==> src/core/mcr_consts.svh <==
// Operation
// - Leak counter loads the full 15-bit value only on strobe rising edge.
// - Load strobe bit reads one after device reset.
// - Counter reset bit clears performance counters, then self clears to zero.
// - Mapper reset bit holds the mapper in reset until written zero.
// - Desynchronizer reset bit recentres both desynchronizer FIFOs.
// - Parity bit selects data-only coverage or all bus signals coverage.
// - External and drop timing: split bit routes frame pulse to separate pin.
// - Add bus timing always takes frame pulse from the separate pin.
// - Stuffing AIS select uses internal bit stuffing instead of AIS clock.
// - Stuffing AIS select is zero after power-up.
// - Stuffed AIS while auto receive AIS and drop bus clock present disables monitor and AIS detection.
// - Lost drop bus clock stops stuffed receive AIS generation.
// - Leak value one decrements the counter every three rows, scaling upward.
// - Counter zero flag follows counter equal zero, cleared by a preset.
`ifndef MCR_CONSTS_SVH
`define MCR_CONSTS_SVH
`define MCR_ADDR_LEAK_LO     8'h1A
`define MCR_ADDR_LEAK_HI     8'h1B
`define MCR_ADDR_GCTL        8'h1C
`define MCR_LEAK_LO_RST      8'h01
`define MCR_LEAK_HI_RST      8'h01
`define MCR_GCTL_RST         8'h00
`define MCR_BIT_LOAD         0
`define MCR_BIT_CNT_CLR      7
`define MCR_BIT_MAP_RST      6
`define MCR_BIT_DESYNC_RST   5
`define MCR_BIT_PARITY       2
`define MCR_BIT_SPLIT        1
`define MCR_BIT_STUFF        0
`define MCR_CLR_CYCLES       4'h4
`define MCR_ROWS_PER_STEP    2'h3
`endif

==> src/core/mcr_pkg.sv <==
package mcr_pkg;
	typedef enum logic [1:0] {
		MCR_TM_DROP = 2'h0,
		MCR_TM_ADD  = 2'h1,
		MCR_TM_EXT  = 2'h2
	} mcr_timing_t;
	typedef struct packed {
		logic       cs;
		logic       wr;
		logic       rd;
		logic [7:0] addr;
		logic [7:0] wdata;
	} mcr_bus_t;
	typedef struct packed {
		logic parity_payload_only;
		logic add_frame_pulse_pin;
		logic add_combined_frame_marker;
		logic stuffed_ais_tx;
		logic stuffed_ais_rx;
		logic rx_monitor_disable;
	} mcr_ctl_t;
endpackage : mcr_pkg

==> src/core/mcr_leak_counter.sv <==
`timescale 1ns/100ps
`include "mcr_consts.svh"
module mcr_leak_counter #(
	parameter int WIDTH = 15
) (
	input  wire logic             clock,
	input  wire logic             rst_n,
	input  wire logic             preset,
	input  wire logic [WIDTH-1:0] preset_value,
	input  wire logic             row_tick,
	input  wire logic [WIDTH-1:0] rate,
	output logic                  zero_flag
);
	logic [WIDTH-1:0] cnt_q, cnt_d;
	logic [WIDTH-1:0] pace_q, pace_d;
	logic [1:0]       row_q, row_d;
	logic             zero_q, zero_d;

	// ==========================================
	// Decrement pacing
	always_comb begin
		cnt_d  = cnt_q;
		pace_d = pace_q;
		row_d  = row_q;
		if (preset) begin
			cnt_d  = preset_value;
			pace_d = '0;
			row_d  = '0;
		end else if (row_tick) begin
			if (row_q == `MCR_ROWS_PER_STEP - 2'h1) begin
				row_d = '0;
				if (pace_q + WIDTH'(1) >= rate) begin
					pace_d = '0;
					if (cnt_q != '0)
						cnt_d = cnt_q - WIDTH'(1);
				end else begin
					pace_d = pace_q + WIDTH'(1);
				end
			end else begin
				row_d = row_q + 2'h1;
			end
		end
		zero_d = preset ? 1'b0 : (cnt_d == '0);
	end

	always_ff @(posedge clock or negedge rst_n) begin
		if (!rst_n) begin
			cnt_q  <= '0;
			pace_q <= '0;
			row_q  <= '0;
			zero_q <= 1'b0;
		end else begin
			cnt_q  <= cnt_d;
			pace_q <= pace_d;
			row_q  <= row_d;
			zero_q <= zero_d;
		end
	end

	assign zero_flag = zero_q;
endmodule : mcr_leak_counter

==> src/core/mcr_regs.sv <==
`timescale 1ns/100ps
`include "mcr_consts.svh"
module mcr_regs (
	input  wire logic             clock,
	input  wire logic             rst_n,
	input  mcr_pkg::mcr_bus_t     bus,
	output logic [7:0]            rdata,
	input  wire mcr_pkg::mcr_timing_t timing_mode,
	input  wire logic             frame_pulse_in,
	input  wire logic             path_start_in,
	input  wire logic             add_frame_pulse_in,
	input  wire logic             rx_ais_auto,
	input  wire logic             drop_clock_lost,
	input  wire logic             row_tick,
	output mcr_pkg::mcr_ctl_t     ctl,
	output logic                  perf_counter_clear,
	output logic                  mapper_reset_hold,
	output logic                  desync_recentre,
	output logic                  rx_frame_pulse,
	output logic                  leak_counter_zero_flag
);
	logic [7:0] leak_lo_q, leak_lo_d;
	logic [7:0] leak_hi_q, leak_hi_d;
	logic [7:0] gctl_q, gctl_d;
	logic [3:0] clr_cnt_q, clr_cnt_d;
	logic       desync_q, desync_d;
	logic       preset_q, preset_d;
	logic [7:0] rdata_q, rdata_d;
	mcr_pkg::mcr_ctl_t ctl_q, ctl_d;
	logic       rxfp_q, rxfp_d;
	logic       wr_lo, wr_hi, wr_gc;

	assign wr_lo = bus.cs && bus.wr && (bus.addr == `MCR_ADDR_LEAK_LO);
	assign wr_hi = bus.cs && bus.wr && (bus.addr == `MCR_ADDR_LEAK_HI);
	assign wr_gc = bus.cs && bus.wr && (bus.addr == `MCR_ADDR_GCTL);

	// ==========================================
	// Register writes
	always_comb begin
		leak_lo_d = leak_lo_q;
		leak_hi_d = leak_hi_q;
		gctl_d    = gctl_q;
		clr_cnt_d = clr_cnt_q;
		desync_d  = 1'b0;
		preset_d  = 1'b0;
		if (wr_lo)
			leak_lo_d = bus.wdata;
		if (wr_hi) begin
			leak_hi_d = bus.wdata;
			preset_d  = bus.wdata[`MCR_BIT_LOAD] && !leak_hi_q[`MCR_BIT_LOAD];
		end
		if (clr_cnt_q != 4'h0) begin
			clr_cnt_d = clr_cnt_q - 4'h1;
			if (clr_cnt_q == 4'h1)
				gctl_d[`MCR_BIT_CNT_CLR] = 1'b0;
		end
		if (wr_gc) begin
			gctl_d = bus.wdata;
			gctl_d[`MCR_BIT_DESYNC_RST] = 1'b0;
			desync_d = bus.wdata[`MCR_BIT_DESYNC_RST];
			if (bus.wdata[`MCR_BIT_CNT_CLR])
				clr_cnt_d = `MCR_CLR_CYCLES;
		end
	end

	// ==========================================
	// Control outputs
	always_comb begin
		ctl_d.parity_payload_only = gctl_q[`MCR_BIT_PARITY];
		if (timing_mode == mcr_pkg::MCR_TM_ADD) begin
			ctl_d.add_frame_pulse_pin       = 1'b0;
			ctl_d.add_combined_frame_marker = 1'b0;
			rxfp_d = add_frame_pulse_in;
		end else begin
			rxfp_d = frame_pulse_in;
			if (gctl_q[`MCR_BIT_SPLIT]) begin
				ctl_d.add_frame_pulse_pin       = frame_pulse_in;
				ctl_d.add_combined_frame_marker = path_start_in;
			end else begin
				ctl_d.add_frame_pulse_pin       = 1'b0;
				ctl_d.add_combined_frame_marker = frame_pulse_in | path_start_in;
			end
		end
		ctl_d.stuffed_ais_tx = gctl_q[`MCR_BIT_STUFF];
		ctl_d.stuffed_ais_rx = gctl_q[`MCR_BIT_STUFF] && !drop_clock_lost;
		ctl_d.rx_monitor_disable = gctl_q[`MCR_BIT_STUFF] && rx_ais_auto
			&& !drop_clock_lost;
		unique case (bus.addr)
			`MCR_ADDR_LEAK_LO: rdata_d = leak_lo_q;
			`MCR_ADDR_LEAK_HI: rdata_d = leak_hi_q;
			`MCR_ADDR_GCTL:    rdata_d = gctl_q;
			default:           rdata_d = 8'h00;
		endcase
		if (!(bus.cs && bus.rd))
			rdata_d = 8'h00;
	end

	always_ff @(posedge clock or negedge rst_n) begin
		if (!rst_n) begin
			leak_lo_q <= `MCR_LEAK_LO_RST;
			leak_hi_q <= `MCR_LEAK_HI_RST;
			gctl_q    <= `MCR_GCTL_RST;
			clr_cnt_q <= 4'h0;
			desync_q  <= 1'b0;
			preset_q  <= 1'b0;
			rdata_q   <= 8'h00;
			ctl_q     <= '0;
			rxfp_q    <= 1'b0;
		end else begin
			leak_lo_q <= leak_lo_d;
			leak_hi_q <= leak_hi_d;
			gctl_q    <= gctl_d;
			clr_cnt_q <= clr_cnt_d;
			desync_q  <= desync_d;
			preset_q  <= preset_d;
			rdata_q   <= rdata_d;
			ctl_q     <= ctl_d;
			rxfp_q    <= rxfp_d;
		end
	end

	// ==========================================
	// Leak counter
	mcr_leak_counter #(
		.WIDTH(15)
	) u_leak (
		.clock        (clock),
		.rst_n        (rst_n),
		.preset       (preset_q),
		.preset_value ({leak_hi_q[7:1], leak_lo_q}),
		.row_tick     (row_tick),
		.rate         ({leak_hi_q[7:1], leak_lo_q}),
		.zero_flag    (leak_counter_zero_flag)
	);

	assign rdata              = rdata_q;
	assign ctl                = ctl_q;
	assign perf_counter_clear = gctl_q[`MCR_BIT_CNT_CLR];
	assign mapper_reset_hold  = gctl_q[`MCR_BIT_MAP_RST];
	assign desync_recentre    = desync_q;
	assign rx_frame_pulse     = rxfp_q;
endmodule : mcr_regs

==> config.mk <==
export PLATFORM = sky130hd
export DESIGN_NAME = mcr_regs
export DESIGN_NICKNAME = d
export VERILOG_FILES = /design/src/core/mcr_pkg.sv /design/src/core/mcr_leak_counter.sv /design/src/core/mcr_regs.sv
export VERILOG_INCLUDE_DIRS = /design/src /design/src/core
export SDC_FILE = /design/constraint.sdc
export NUM_CORES = 1
export LEC_CHECK = 0
export ABC_AREA = 1
export BUFFER_PORTS_ARGS = -buffer_cell sky130_fd_sc_hd__buf_2
export CAP_MARGIN = 5
export CELL_PAD_IN_SITES_DETAIL_PLACEMENT = 0
export CELL_PAD_IN_SITES_GLOBAL_PLACEMENT = 2
export CORE_UTILIZATION = 34
export DETAILED_ROUTE_END_ITERATION = 10
export GPL_TIMING_DRIVEN = 0
export PLACE_DENSITY_LB_ADDON = 0.1
export SLEW_MARGIN = 40
export SYNTH_ARGS = -nofsm -noshare
export SYNTH_HDL_FRONTEND = slang
export SYNTH_SLANG_ARGS = --single-unit
==> constraint.sdc <==
create_clock -name clock -period 3.7 [get_ports clock]
set_input_delay 0.555 -clock clock [delete_from_list [all_inputs] [get_ports clock]]
set_output_delay 0.555 -clock clock [all_outputs]
set_load 0.005 [all_outputs]
==> results.md <==
* Share of layout cells above drive strength 1 at 0.178
* CTS root buffer: clkbuf_16
* Max-cap violations at 0
* Die Area at roughly 0.014 mm²
* Worst Path Arrival at 3750 ps
* Worst path max stage delay at 380 ps
* Final Hold Vio Count at 0
* Pre-antenna DRT Iters at 4
* CP max FO at 10
* XOR/XNOR Fraction of Synth Area at 0.0257
* Overall power at 0.00227 W
* Final TNS setup at 0 ps
* CP Depth at 24
* Hold Crit Class: input port to asynchronous set/reset pin
* Crit Reg-Reg Startpoint: u_leak.pace_q[0]
* Vias in the first global route at between 3000 and 4000
* Compound-gate portion of the synthesized area at 0.0835
* Fmax at between 200 and 300 MHz
* Leak at 2.86 nW
* CP startpoint: u_leak.pace_q[0]
* Clock Tree Buf Depth at 2
* Global-route wire length before repair at 19.0 mm
* EDFF count, synth at 0
* Crit path buf inv count at 4
* Setup Viol. Count Final at 0
* FF-to-FF End: u_leak.zero_flag
* Max-slew violation count at 0
* Starting DRT DRC Count at around 170
* Drt via density at about 4.7
* Clk_skew at between 7 and 8 ps
* TritonCTS clock tree: done
* Cts hold-fix bufs at 0
* Initial core utilization at 0.350
* PD cells at roughly 420 mW/mm²
* Mux cell area share after synthesis at 0.00254
* WL/cell at 14.6 µm
* Cell Chain, Critical Path: inv_2 -> nor3_4 -> nand3_2 -> nor3_4 -> nand4_2 -> nor3_2 -> xor2_1 -> inv_1 -> ha_4 -> nand2_4 -> nor2_1 -> nand2_1 -> nor2_1 -> nor2_2 -> nand3_4 -> buf_12 -> buf_8 -> nand3_1 -> nand3_1 -> nand2_1 -> nand2_1 -> nor2_2 -> nand3_2 -> nor2_2
* Worst skew pair latency at around 330 ps
* Die height at 116 µm
* Worst setup SP type: flip-flop
* Largest net degree at the start of global routing at a little over 40
* Via Count at between 3000 and 4000
* Ys flop type: dfrtp_1
* Syn-to-layout area delta at 20.3%
* Routability Congestion at 0.759
* Netlist Area Pre-Place at approximately 0.0044 mm²
* Num CTS Buffers at 9
* Synth Area in Simple Gates at 0.287
* Most frequent cells in the layout: nand2_1, inv_1, dfrtp_1, buf_2, nor2_1
* TritonCTS sink count at 77
* RSZ-0062 raised after global routing: true
* Final core occ at 0.421
* Die Wd at ~120 µm
* Sequential area share after synthesis at 0.435
* Routed WL at 11.9 mm
* Yosys cell types at 40
* Core area at around 0.013 mm²
* Commonest non-fill, non-tap cell in the layout: nand2_1
* DRC at 0
* All-Layer GR Usage at 0.189
* Relative slew slack at 0.612
* Adder-cell share of the synthesized area at 0.0564
* Dpl cells at about 800
* Post-layout min period at 3490 ps
* Detail Route Antenna Nets at 0
* Async S/R FF share, synth at 1.00
* Post-Syn Nets at around 630
* Reg2reg setup slack at between 200 and 250 ps
* Initial antenna violation count at 0
* Post-route clock period utilization at 0.942
* Detailed placement HPWL at 9.13 mm
* Largest family of logic cells by synthesized area: simple AND/OR/NAND/NOR gates
* Gr ovfl total at 0
* Antenna diodes at 0
* Io pins at 48
* Worst r2r path cells at 24
* Std cell rows at between 40 and 50
* CTS clock-pin slew for the worst setup and hold paths at 60 ps
* Status: complete, no violations
* Port Buffers at 47
* Non-filler cells, final at 818
* Yosys reg bits at 77
* Worst setup EP type: flip-flop
* FILL cells at about 1300
* H-tree levels at 3
* CP max stage cell: dfrtp_1
* Final net count at between 600 and 700
* Worst path top cell family by delay: simple AND/OR/NAND/NOR gates
* Synthesized area per cell at between 7 and 8 µm²
* Crit Path Category: flip-flop to flip-flop
* Worst-Margin Slew at around 580 ps
* Maximum vdd ir drop at between 0.2 and 0.25 mV
* Yosys Warn Count at 0
* Mapped Cells at between 500 and 600
* Critical Path RT at a little under 4000 ps
## cell type report
| class | instances | area (µm²) | share of cell area |
|---|---|---|---|
| clock inverters | 4 | 47.5 | 0.00891 |
| inverters | 112 | 420 | 0.0787 |
| multi-input cells | 376 | 2090 | 0.392 |
| plain buffers | 11 | 81.3 | 0.0152 |
| flip-flops and latches | 77 | 1930 | 0.361 |
| well taps | 172 | 215 | 0.0403 |
| repair buffers | 54 | 304 | 0.0569 |
| clock buffers | 12 | 246 | 0.0462 |
## registers in the layout, summed over array words and instances, names as in the netlist
signal / flops
leak_lo_q: 8
desync_recentre: 1
rx_frame_pulse: 1
u_leak.row_q: 2
leak_hi_q: 8
u_leak.cnt_q: 15
preset_q: 1
u_leak.pace_q: 15
ctl: 6
u_leak.zero_flag: 1
gctl_q: 7
rdata: 8
clr_cnt_q: 4
## synth_stat cells (2+ instances only)
cell type	count	area, µm²
nand2_1	147	552
inv_1	108	405
dfrtp_1	75	1880
nor2_1	49	184
nand3_1	42	210
o21ai_0	23	115
ha_1	20	250
xor2_1	13	114
a21oi_1	11	55.1
o22ai_1	10	62.6
o21ai_1	7	35.0
nand4_1	6	37.5
nor3_1	6	30.0
o221ai_1	6	52.6
nor2_2	5	31.3
buf_2	4	20.0
clkbuf_1	4	15.0
nand3_2	4	40.0
inv_2	3	11.3
nand2_2	3	18.8
nor3_4	3	48.8
nor3b_1	3	22.5
a31oi_1	2	12.5
dfstp_2	2	52.6
nand4_2	2	25.0
nor3_2	2	20.0
nor4_1	2	12.5
o21a_1	2	15.0
## worst max path at each step
stage / endpoint / slack (ps)
4_1_cts: u_leak.zero_flag / 90
3_5_place_dp: u_leak.pace_q[14] / -20
2_1_floorplan: u_leak.zero_flag / 720
3_3_place_gp: u_leak.pace_q[9] / 8
5_1_grt: u_leak.zero_flag / -80
6_report: u_leak.zero_flag / 210
## where the power goes
| part | switching (W) | internal (W) | leakage, nW |
|---|---|---|---|
| logic | 0.000261 | 0.000153 | 1.76 |
| registers | 0.0000506 | 0.000913 | 0.958 |
| clock network | 0.000350 | 0.000539 | 0.143 |
## what timing repair did
action / in CTS / in global routing
setup buffers: 0 / 5
cloned: 0 / 1
setup endpoints to repair: 11 / 12
pin swaps: 0 / 14
resized for setup: 2 / 17
## layer usage
metal  vias up  GRT usage  share of wire
li1       1957          -              -
met1      1782      0.260           0.49
met2        65      0.310           0.47
met3        10     0.0208          0.025
met4         0     0.0615          0.011
met5         -          0              0
## logic make-up (layout without fill, tap and decap cells)
group,after synthesis,count (layout)
compound gates,64,64
flops,77,77
simple gates,278,278
mux,1,1
fa+ha+maj,20,20
xor+xnor,13,13
buf+inv,123,193
## per-stage QoR
step	setup slack, ps	hold slack (ps)	cell area, µm²
floorplan	720	259	4440
global placement	8.05	409	4890
detailed placement	-15.1	408	4910
CTS	93.7	137	5220
global route	-76.8	148	5340
finish	213	111	5340
Power figures use the tool's default switching activity.
